$ cat src/design/pmc_pkg.sv
// Constants and types shared by the power mode control block
package pmc_pkg;
  // Register map, byte address is four times the index
  localparam logic [7:0]  PMC_CTRL_INDEX   = 8'h11;
  localparam logic [7:0]  PMC_STAT_INDEX   = 8'h1F;
  localparam logic [7:0]  PMC_CTRL_ADDR    = {PMC_CTRL_INDEX[5:0], 2'b00};
  localparam logic [7:0]  PMC_STAT_ADDR    = {PMC_STAT_INDEX[5:0], 2'b00};
  // Control field positions
  localparam int          PMC_CLK_DIS_BIT  = 15;
  localparam int          PMC_PS_EN_BIT    = 14;
  localparam int          PMC_PS_SEL_LO    = 12;
  localparam int          PMC_SCR_BYP_BIT  = 11;
  localparam int          PMC_DEPTH_LO     = 8;
  // Writable bits 15:11 and 9:8; 10 and 7:0 read zero
  localparam logic [15:0] PMC_CTRL_WR_MASK = 16'hFB00;
  localparam logic [15:0] PMC_CTRL_RST     = 16'h0100;
  // Status field positions
  localparam int          PMC_ST_STATE_LO  = 0;
  localparam int          PMC_ST_CLKOFF    = 2;
  localparam int          PMC_ST_WOKEN     = 3;
  localparam int          PMC_ST_LEVEL_LO  = 4;
  localparam int          PMC_ST_OVF       = 8;
  // Bus responses
  localparam logic [1:0]  PMC_RESP_OKAY    = 2'h0;
  localparam logic [1:0]  PMC_RESP_DECERR  = 2'h3;
  // Loopback elastic buffer
  localparam int          PMC_FIFO_SLOTS   = 8;
  localparam logic [3:0]  PMC_DEPTH_NIB0   = 4'h4;
  localparam logic [3:0]  PMC_DEPTH_NIB1   = 4'h5;
  localparam logic [3:0]  PMC_DEPTH_NIB2   = 4'h6;
  localparam logic [3:0]  PMC_DEPTH_NIB3   = 4'h8;
  // Wake pulse period in active sleep
  localparam longint unsigned PMC_CLK_HZ       = 64'd40_000_000;
  localparam longint unsigned PMC_NLP_PERIOD_MS = 64'd1400;
  localparam longint unsigned PMC_NLP_CYC_L    =
    PMC_NLP_PERIOD_MS * PMC_CLK_HZ / 64'd1000;
  localparam int unsigned PMC_NLP_CYC = int'(PMC_NLP_CYC_L);
  localparam int          PMC_NLP_W        = 26;

  typedef enum logic [1:0] {
    PMC_SEL_NORMAL  = 2'b00,
    PMC_SEL_PDOWN   = 2'b01,
    PMC_SEL_ASLEEP  = 2'b10,
    PMC_SEL_PSLEEP  = 2'b11
  } pmc_sel_t;

  // Gray along run, power-down, active sleep, passive sleep
  typedef enum logic [1:0] {
    PMC_ST_RUN    = 2'b00,
    PMC_ST_PDOWN  = 2'b01,
    PMC_ST_ASLEEP = 2'b11,
    PMC_ST_PSLEEP = 2'b10
  } pmc_state_t;
endpackage : pmc_pkg

$ cat src/design/pmc_elastic_fifo.sv
// Far-end loopback elastic nibble buffer
`timescale 1ns/1ps
module pmc_elastic_fifo
  import pmc_pkg::*;
(
  input  wire logic       clk_sys_i,
  input  wire logic       reset_n_i,
  input  wire logic [1:0] depth_sel_i,
  input  wire logic       enable_i,
  input  wire logic       wr_valid_i,
  input  wire logic [3:0] wr_nibble_i,
  output logic            rd_valid_o,
  output logic      [3:0] rd_nibble_o,
  output logic      [3:0] level_o,
  output logic            overflow_o
);
  typedef struct packed {
    logic [PMC_FIFO_SLOTS-1:0][3:0] mem;
    logic [2:0]                     wptr;
    logic [2:0]                     rptr;
    logic [3:0]                     level;
    logic                           drain;
    logic                           rvalid;
    logic [3:0]                     rnib;
    logic                           ovf;
  } pmc_fifo_t;

  pmc_fifo_t r;
  pmc_fifo_t n;
  logic [3:0] target;
  logic       push;
  logic       pop;

  always_comb begin
    n = r;
    case (depth_sel_i)
      2'b00:   target = PMC_DEPTH_NIB0;
      2'b01:   target = PMC_DEPTH_NIB1;
      2'b10:   target = PMC_DEPTH_NIB2;
      default: target = PMC_DEPTH_NIB3;
    endcase
    // Hold back output until the chosen depth has built up
    pop  = r.drain && (r.level != 4'h0);
    push = enable_i && wr_valid_i && (r.level != 4'h8 || pop);
    n.ovf    = enable_i && wr_valid_i && !push;
    n.rvalid = pop;
    if (pop) begin
      n.rnib = r.mem[r.rptr];
      n.rptr = r.rptr + 3'h1;
    end
    if (push) begin
      n.mem[r.wptr] = wr_nibble_i;
      n.wptr        = r.wptr + 3'h1;
    end
    n.level = r.level + {3'h0, push} - {3'h0, pop};
    if (!enable_i) begin
      n.drain = 1'b0;
      n.level = 4'h0;
      n.rptr  = 3'h0;
      n.wptr  = 3'h0;
    end else if (!r.drain && r.level >= target) begin
      n.drain = 1'b1;
    end else if (r.drain && n.level == 4'h0) begin
      n.drain = 1'b0;
    end
  end

  always_ff @(posedge clk_sys_i or negedge reset_n_i) begin
    if (!reset_n_i) begin
      r <= '0;
    end else begin
      r <= n;
    end
  end

  assign rd_valid_o  = r.rvalid;
  assign rd_nibble_o = r.rnib;
  assign level_o     = r.level;
  assign overflow_o  = r.ovf;
endmodule : pmc_elastic_fifo

$ cat src/design/pmc_power_ctrl.sv
// Power mode control register with AXI4-Lite slave and loopback path
// Summary of operation
// - Control bit 15 set shuts down the internal clock circuits.
// - That shutdown only takes effect in the IEEE power-down state.
// - Bit 14 permits entry into the selected power save mode.
// - Bits 13:12 pick normal, power-down, active or passive sleep.
// - Active sleep sends a wake pulse every 1.4 s, wakes on energy.
// - Passive sleep sends no pulse and wakes on detected energy.
// - Bit 11 routes data around the 100 Mb/s scrambler.
// - Bits 10 and 7:0 ignore writes and read as zero.
// - Bits 9:8 size the loopback buffer to 4, 5, 6 or 8 nibbles.
// - Far-end loopback nibbles pass through that elastic buffer.
// - After reset depth reads 01 and the other fields read zero.
//
// The register offsets and the AXI4-Lite register port were left to the implementer.
`timescale 1ns/1ps
module pmc_power_ctrl
  import pmc_pkg::*;
#(
  parameter int unsigned NLP_PERIOD_CYC = PMC_NLP_CYC
) (
  input  wire logic        clk_sys_i,
  input  wire logic        reset_n_i,
  input  wire logic [7:0]  s_axi_awaddr_i,
  input  wire logic        s_axi_awvalid_i,
  output logic             s_axi_awready_o,
  input  wire logic [31:0] s_axi_wdata_i,
  input  wire logic [3:0]  s_axi_wstrb_i,
  input  wire logic        s_axi_wvalid_i,
  output logic             s_axi_wready_o,
  output logic [1:0]       s_axi_bresp_o,
  output logic             s_axi_bvalid_o,
  input  wire logic        s_axi_bready_i,
  input  wire logic [7:0]  s_axi_araddr_i,
  input  wire logic        s_axi_arvalid_i,
  output logic             s_axi_arready_o,
  output logic [31:0]      s_axi_rdata_o,
  output logic [1:0]       s_axi_rresp_o,
  output logic             s_axi_rvalid_o,
  input  wire logic        s_axi_rready_i,
  input  wire logic        energy_detect_i,
  input  wire logic        loopback_en_i,
  input  wire logic        rx_valid_i,
  input  wire logic [3:0]  rx_nibble_i,
  output logic             tx_valid_o,
  output logic [3:0]       tx_nibble_o,
  output logic             clocks_off_o,
  output logic             power_down_o,
  output logic             active_sleep_o,
  output logic             passive_sleep_o,
  output logic             nlp_pulse_o,
  output logic             scrambler_bypass_o
);
  localparam logic [PMC_NLP_W-1:0] NLP_RELOAD =
    PMC_NLP_W'(NLP_PERIOD_CYC - 1);

  typedef struct packed {
    logic                 awready;
    logic                 aw_got;
    logic [7:0]           awaddr;
    logic                 wready;
    logic                 w_got;
    logic [15:0]          wdata;
    logic                 wlane1;
    logic                 bvalid;
    logic [1:0]           bresp;
    logic                 arready;
    logic                 rvalid;
    logic [15:0]          rdata;
    logic [1:0]           rresp;
    logic [15:0]          ctrl;
    pmc_state_t           st;
    logic                 woken;
    logic                 ed_s1;
    logic                 ed_s2;
    logic [PMC_NLP_W-1:0] nlp_cnt;
    logic                 nlp;
    logic                 ovf;
    logic                 clk_off;
    logic                 pdown;
    logic                 asleep;
    logic                 psleep;
    logic                 scr_byp;
  } pmc_regs_t;

  pmc_regs_t r;
  pmc_regs_t n;

  logic       aw_hs;
  logic       w_hs;
  logic       have_aw;
  logic       have_w;
  logic       commit;
  logic       ctrl_wr;
  logic [7:0] waddr;
  logic [15:0] wval;
  logic       stat_rd;
  pmc_sel_t   sel;
  logic       fifo_ovf;
  logic [3:0] fifo_level;

  pmc_elastic_fifo u_fifo (
    .clk_sys_i   (clk_sys_i),
    .reset_n_i   (reset_n_i),
    .depth_sel_i (r.ctrl[PMC_DEPTH_LO+1:PMC_DEPTH_LO]),
    .enable_i    (loopback_en_i),
    .wr_valid_i  (rx_valid_i),
    .wr_nibble_i (rx_nibble_i),
    .rd_valid_o  (tx_valid_o),
    .rd_nibble_o (tx_nibble_o),
    .level_o     (fifo_level),
    .overflow_o  (fifo_ovf)
  );

  always_comb begin
    n = r;
    // Energy detect comes from the analog side
    n.ed_s1 = energy_detect_i;
    n.ed_s2 = r.ed_s1;

    // Write channel: address and data in either order
    aw_hs   = s_axi_awvalid_i && r.awready;
    w_hs    = s_axi_wvalid_i && r.wready;
    have_aw = r.aw_got || aw_hs;
    have_w  = r.w_got || w_hs;
    waddr   = r.aw_got ? r.awaddr : s_axi_awaddr_i;
    wval    = r.w_got ? r.wdata : s_axi_wdata_i[15:0];
    if (aw_hs) begin
      n.aw_got = 1'b1;
      n.awaddr = s_axi_awaddr_i;
    end
    if (w_hs) begin
      n.w_got  = 1'b1;
      n.wdata  = s_axi_wdata_i[15:0];
      n.wlane1 = s_axi_wstrb_i[1];
    end
    if (r.bvalid && s_axi_bready_i) begin
      n.bvalid = 1'b0;
    end
    commit  = have_aw && have_w && !r.bvalid;
    ctrl_wr = 1'b0;
    if (commit) begin
      n.aw_got = 1'b0;
      n.w_got  = 1'b0;
      n.bvalid = 1'b1;
      n.bresp  = PMC_RESP_OKAY;
      if (waddr == PMC_CTRL_ADDR) begin
        ctrl_wr = r.w_got ? r.wlane1 : s_axi_wstrb_i[1];
      end else if (waddr != PMC_STAT_ADDR) begin
        n.bresp = PMC_RESP_DECERR;
      end
    end
    if (ctrl_wr) begin
      n.ctrl = (r.ctrl & ~PMC_CTRL_WR_MASK) | (wval & PMC_CTRL_WR_MASK);
    end
    n.awready = !n.aw_got && !n.bvalid;
    n.wready  = !n.w_got && !n.bvalid;

    // Read channel
    stat_rd = 1'b0;
    if (r.rvalid && s_axi_rready_i) begin
      n.rvalid = 1'b0;
    end
    if (s_axi_arvalid_i && r.arready) begin
      n.rvalid = 1'b1;
      n.rresp  = PMC_RESP_OKAY;
      n.rdata  = 16'h0000;
      if (s_axi_araddr_i == PMC_CTRL_ADDR) begin
        n.rdata = r.ctrl & PMC_CTRL_WR_MASK;
      end else if (s_axi_araddr_i == PMC_STAT_ADDR) begin
        stat_rd = 1'b1;
        n.rdata[PMC_ST_STATE_LO+1:PMC_ST_STATE_LO] = r.st;
        n.rdata[PMC_ST_CLKOFF] = r.clk_off;
        n.rdata[PMC_ST_WOKEN]  = r.woken;
        n.rdata[PMC_ST_LEVEL_LO+3:PMC_ST_LEVEL_LO] = fifo_level;
        n.rdata[PMC_ST_OVF]    = r.ovf;
      end else begin
        n.rresp = PMC_RESP_DECERR;
      end
    end
    n.arready = !n.rvalid;

    // Overflow flag clears on status read, a new overflow wins
    if (stat_rd) begin
      n.ovf = 1'b0;
    end
    if (fifo_ovf) begin
      n.ovf = 1'b1;
    end

    sel = pmc_sel_t'(r.ctrl[PMC_PS_SEL_LO+1:PMC_PS_SEL_LO]);
    // Wake holds until software rewrites the control register
    if (!r.ctrl[PMC_PS_EN_BIT]) begin
      n.woken = 1'b0;
    end else if (r.ed_s2 &&
                 (r.st == PMC_ST_ASLEEP || r.st == PMC_ST_PSLEEP)) begin
      // wake on energy, wins over a write
      n.woken = 1'b1;
    end else if (ctrl_wr) begin
      n.woken = 1'b0;
    end
    if (!r.ctrl[PMC_PS_EN_BIT] || r.woken) begin
      n.st = PMC_ST_RUN;
    end else begin
      case (sel)
        PMC_SEL_NORMAL: n.st = PMC_ST_RUN;
        PMC_SEL_PDOWN:  n.st = PMC_ST_PDOWN;
        PMC_SEL_ASLEEP: n.st = PMC_ST_ASLEEP;
        PMC_SEL_PSLEEP: n.st = PMC_ST_PSLEEP;
        default:        n.st = PMC_ST_RUN;
      endcase
    end

    n.nlp = 1'b0;
    if (r.st != PMC_ST_ASLEEP) begin
      n.nlp_cnt = NLP_RELOAD;
    end else if (r.nlp_cnt == '0) begin
      // No pulse on the way out of active sleep
      n.nlp     = (n.st == PMC_ST_ASLEEP);
      n.nlp_cnt = NLP_RELOAD;
    end else begin
      n.nlp_cnt = r.nlp_cnt - 1'b1;
    end

    n.clk_off = r.ctrl[PMC_CLK_DIS_BIT] && (n.st == PMC_ST_PDOWN);
    n.pdown   = (n.st == PMC_ST_PDOWN);
    n.asleep  = (n.st == PMC_ST_ASLEEP);
    n.psleep  = (n.st == PMC_ST_PSLEEP);
    n.scr_byp = r.ctrl[PMC_SCR_BYP_BIT];
  end

  always_ff @(posedge clk_sys_i or negedge reset_n_i) begin
    if (!reset_n_i) begin
      r         <= '0;
      r.ctrl    <= PMC_CTRL_RST;
      r.st      <= PMC_ST_RUN;
      r.nlp_cnt <= NLP_RELOAD;
      r.awready <= 1'b1;
      r.wready  <= 1'b1;
      r.arready <= 1'b1;
    end else begin
      r <= n;
    end
  end

  // Outputs straight from registers
  assign s_axi_awready_o    = r.awready;
  assign s_axi_wready_o     = r.wready;
  assign s_axi_bresp_o      = r.bresp;
  assign s_axi_bvalid_o     = r.bvalid;
  assign s_axi_arready_o    = r.arready;
  assign s_axi_rdata_o      = {16'h0000, r.rdata};
  assign s_axi_rresp_o      = r.rresp;
  assign s_axi_rvalid_o     = r.rvalid;
  assign clocks_off_o       = r.clk_off;
  assign power_down_o       = r.pdown;
  assign active_sleep_o     = r.asleep;
  assign passive_sleep_o    = r.psleep;
  assign nlp_pulse_o        = r.nlp;
  assign scrambler_bypass_o = r.scr_byp;
endmodule : pmc_power_ctrl

$ cat config.mk
export PLATFORM = sky130hd
export DESIGN_NAME = pmc_power_ctrl
export DESIGN_NICKNAME = d
export VERILOG_FILES = /design/src/design/pmc_pkg.sv /design/src/design/pmc_elastic_fifo.sv /design/src/design/pmc_power_ctrl.sv
export SDC_FILE = /design/constraint.sdc
export NUM_CORES = 1
export LEC_CHECK = 0
export ABC_CLOCK_PERIOD_IN_PS = 3900
export BUFFER_PORTS_ARGS = -buffer_cell sky130_fd_sc_hd__buf_2
export CORE_ASPECT_RATIO = 0.6
export CORE_MARGIN = 2
export CORE_UTILIZATION = 60
export CTS_CLUSTER_DIAMETER = 80
export CTS_CLUSTER_SIZE = 20
export DETAILED_ROUTE_END_ITERATION = 8
export PLACE_DENSITY = 0.93
export RECOVER_POWER = 50
export SLEW_MARGIN = 20
export SYNTH_ARGS = -nofsm -noshare
export SYNTH_HDL_FRONTEND = slang
export SYNTH_SLANG_ARGS = --single-unit
$ cat constraint.sdc
create_clock -name clk_sys_i -period 3.9 [get_ports clk_sys_i]
set_clock_uncertainty 0.1 [all_clocks]
set_input_delay 0.585 -clock clk_sys_i [delete_from_list [all_inputs] [get_ports clk_sys_i]]
set_output_delay 0.585 -clock clk_sys_i [all_outputs]
set_load 0.01 [all_outputs]
==> results by group <==
Setup path
  – Worst setup EP type: flip-flop
  – Setup crit start kind: flip-flop
  – Reg2Reg Depth: 12
  – CP Max Fanout: 10
  – Arrival @ worst endpoint: 3.26 ns
  – CP required: 4.09 ns
  – Setup CP Type: flip-flop to flip-flop

Yosys
  – Dominant synthesized flop cell: dfrtp_1
  – Yosys warning count: 0
  – Mapped Cells: 523
  – Avg Cell Area, Syn: 12.2 sq um
  – Sequential area share after synthesis: 52.9%
  – #FFs+latches synth: 134
  – Mapped Area: 6400 sq um
  – Asr flop ratio synth: 100%
  – Synth cell types: 56
  – EDFF count, synth: 0

STA
  – F_max: 326 MHz
  – Final Setup Violations: 0
  – Post-route minimum period: 3.07 ns
  – Period utilization: 78.8%
  – RSZ-0062 raised after global routing: no
  – Min Hold Slack: 0.180 ns
  – Hold Fails Final Rpt: 0
  – Worst Tran Pin Value: 1.68 ns
  – Fin. max-slew vios: 73
  – Setup_tns: 0 ns
  – Slew margin rel.: -12.0%

Clocking
  – CTS root buf: clkbuf_16
  – Worst-path clk slew: 0.06 ns
  – Skew-Pair Late Insertion Delay: 0.42 ns
  – CTS buffer count: 17
  – Post-cts resize count: 0
  – Sink Count: 134
  – Clock tree buffer depth: 2
  – Cts hold-fix bufs: 0
  – Number of setup buffers added after CTS: 0
  – CTS tree: built
  – H-tree depth: 4

Layout
  – Most frequent cells in the layout: 110 x dfrtp_1, 71 x buf_2, 59 x mux2_2, 39 x nand2_1, 25 x nor2_1
  – Most common cell after layout, fill and taps aside: dfrtp_1
  – Layout area overhead: 13.0%
  – Final net count: 661
  – # diodes: 0
  – Share of cells above drive strength 1: 35.0%
  – Design area: 7230 sq um

Placement
  – I/O Buffers: 72
  – Area after DPL: 6650 sq um
  – GP Congestion: 0.833
  – Hpwl dp: 8850 um

Global route
  – Initial antenna violation count: 0
  – Largest net degree at the start of global routing: 73
  – GRT overflow: 0
  – First-pass GRT wire length: 21,100 um
  – Tot GR Track Use: 24.2%
  – Vias in the first global route: 4,359

Routing
  – TritonRoute pass-1 iters: 5
  – DR vias: 4,166
  – Initial DRC Count: 281
  – DR WL/cell: 17.5 um
  – Via density: 5.71
  – # DRC: 0
  – Antenna Violating Nets Remaining: 0
  – Final WL: 12,800 um

Floorplanning
  – Die Area: 11,500 sq um
  – Core ar.: 10,500 sq um
  – Die W: 137 um
  – Die Height: 84 um
  – # IOs: 118
  – Row Count: 29
  – Initial cell density of the core: 61.0%

Pwr
  – Maximum vdd drop: 0.468 mV
  – Leak: 3.43 nW
  – Pwr dens: 621 nW/um^2

Hold path
  – Hold depth: 1
  – Hold Crit Class: input port to flip-flop

Status
  – Failing checks: capacitance limit, slew limit
  – Status: finished, violations left

Job
  – Max Cap Viol: 2
worst max-delay path, stage by stage (launching register included):
cell and delay, ns:
dfrtp_1 0.40, inv_1 0.11, ha_1 0.18, nand2_1 0.06, nand2_1 0.25, inv_1 0.18
ha_1 0.30, inv_1 0.05, ha_1 0.21, fa_1 0.38, xor2_1 0.19, nor4b_1 0.40
a211oi_1 0.14
through the flow:
| stage | instances | setup slack [ns] | util, % | power (mW) |
|---|---|---|---|---|
| floorplan | 539 | 1.31 | - | 2.63 |
| global placement | 698 | 1.03 | 63.4 | 2.81 |
| detailed placement | 698 | 0.926 | 63.4 | 2.91 |
| CTS | 730 | 0.869 | 69.1 | 4.52 |
| global route | 730 | 0.310 | 69.0 | 4.73 |
| finish | 730 | 0.828 | 69.0 | 4.50 |
cell usage after synthesis (2+ instances only):
cell / number / area (sq um)
dfrtp_1: 110 / 2750
mux2_2: 59 / 664
buf_4: 40 / 300
nand2_1: 39 / 146
nor2_1: 25 / 93.8
dfstp_2: 24 / 631
inv_1: 19 / 71.3
xnor2_1: 18 / 158
nor3_1: 17 / 85.1
ha_1: 16 / 200
a22o_1: 14 / 123
mux2i_1: 10 / 100
nand3_1: 9 / 45.0
nor2b_1: 9 / 56.3
mux4_2: 8 / 180
o21ai_0: 8 / 40.0
a21oi_1: 7 / 35.0
and2_1: 7 / 43.8
clkbuf_1: 7 / 26.3
or3_1: 7 / 43.8
xor2_1: 7 / 61.3
nand2b_1: 5 / 31.3
nor4_1: 5 / 31.3
a21o_1: 4 / 30.0
and3_1: 4 / 25.0
nand4_1: 4 / 25.0
buf_2: 3 / 15.0
nor4_4: 3 / 63.8
nor4b_1: 3 / 26.3
a211oi_1: 2 / 15.0
buf_1: 2 / 7.51
buf_6: 2 / 22.5
nor4_2: 2 / 25.0
or2_2: 2 / 12.5
report_power, final:
group	internal [mW]	switching, mW
combinational	0.502	0.476
sequential	1.69	0.238
clock	1.02	0.571
kinds of logic after synthesis:
family	count (synthesis)	synth area share, %
xor gates and xnor gates	25	3.42
DFF	134	52.9
other	1	0.0586
AOI/OAI and AO/OA	44	4.93
and+or+nand+nor	152	13.6
buffers and inverters	73	6.92
adders and majority gates	17	3.44
muxes	77	14.8
flip-flops by register name, indices dropped and copies added, names as in the netlist:
name                count
active_sleep_o          1
clocks_off_o            1
n                       2
nlp_pulse_o             1
passive_sleep_o         1
power_down_o            1
r                      55
s_axi_arready_o         1
s_axi_awready_o         1
s_axi_bresp_o           1
s_axi_bvalid_o          1
s_axi_rdata_o          15
s_axi_rresp_o           1
s_axi_rvalid_o          1
s_axi_wready_o          1
scrambler_bypass_o      1
u_fifo.level_o          4
u_fifo.overflow_o       1
u_fifo.r               39
u_fifo.rd_nibble_o      4
u_fifo.rd_valid_o       1
routing by layer:
metal,vias to the layer above,track usage (%),wire length [um]
met4,0,7.69,189
li1,1895,-,-
met2,120,39.7,6340
met3,22,6.68,631
met1,2129,31.3,5620
met5,-,0,0
area by class of cell:
type | count | area (sq um)
clock buffers | 24 | 502
multi-input cells | 332 | 2630
clock inverters | 8 | 96.3
repair buffers | 74 | 373
well taps | 139 | 174
fillers | 676 | 3250
flip-flops and latches | 134 | 3380
inverters | 19 | 71.3
path summary, 6_finish.rpt:
path,from,to,slack (ns)
hold reg to reg,n[33],r[33],0.26
setup / recovery,u_fifo.level_o[2],u_fifo.r[6],0.83
min in group asynchronous,reset_n_i,r[101],0.42
max in group asynchronous,reset_n_i,passive_sleep_o,0.91
hold / removal,energy_detect_i,n[33],0.18
setup reg to reg,u_fifo.level_o[2],u_fifo.r[6],0.83
(Power assumes the default switching activity.)
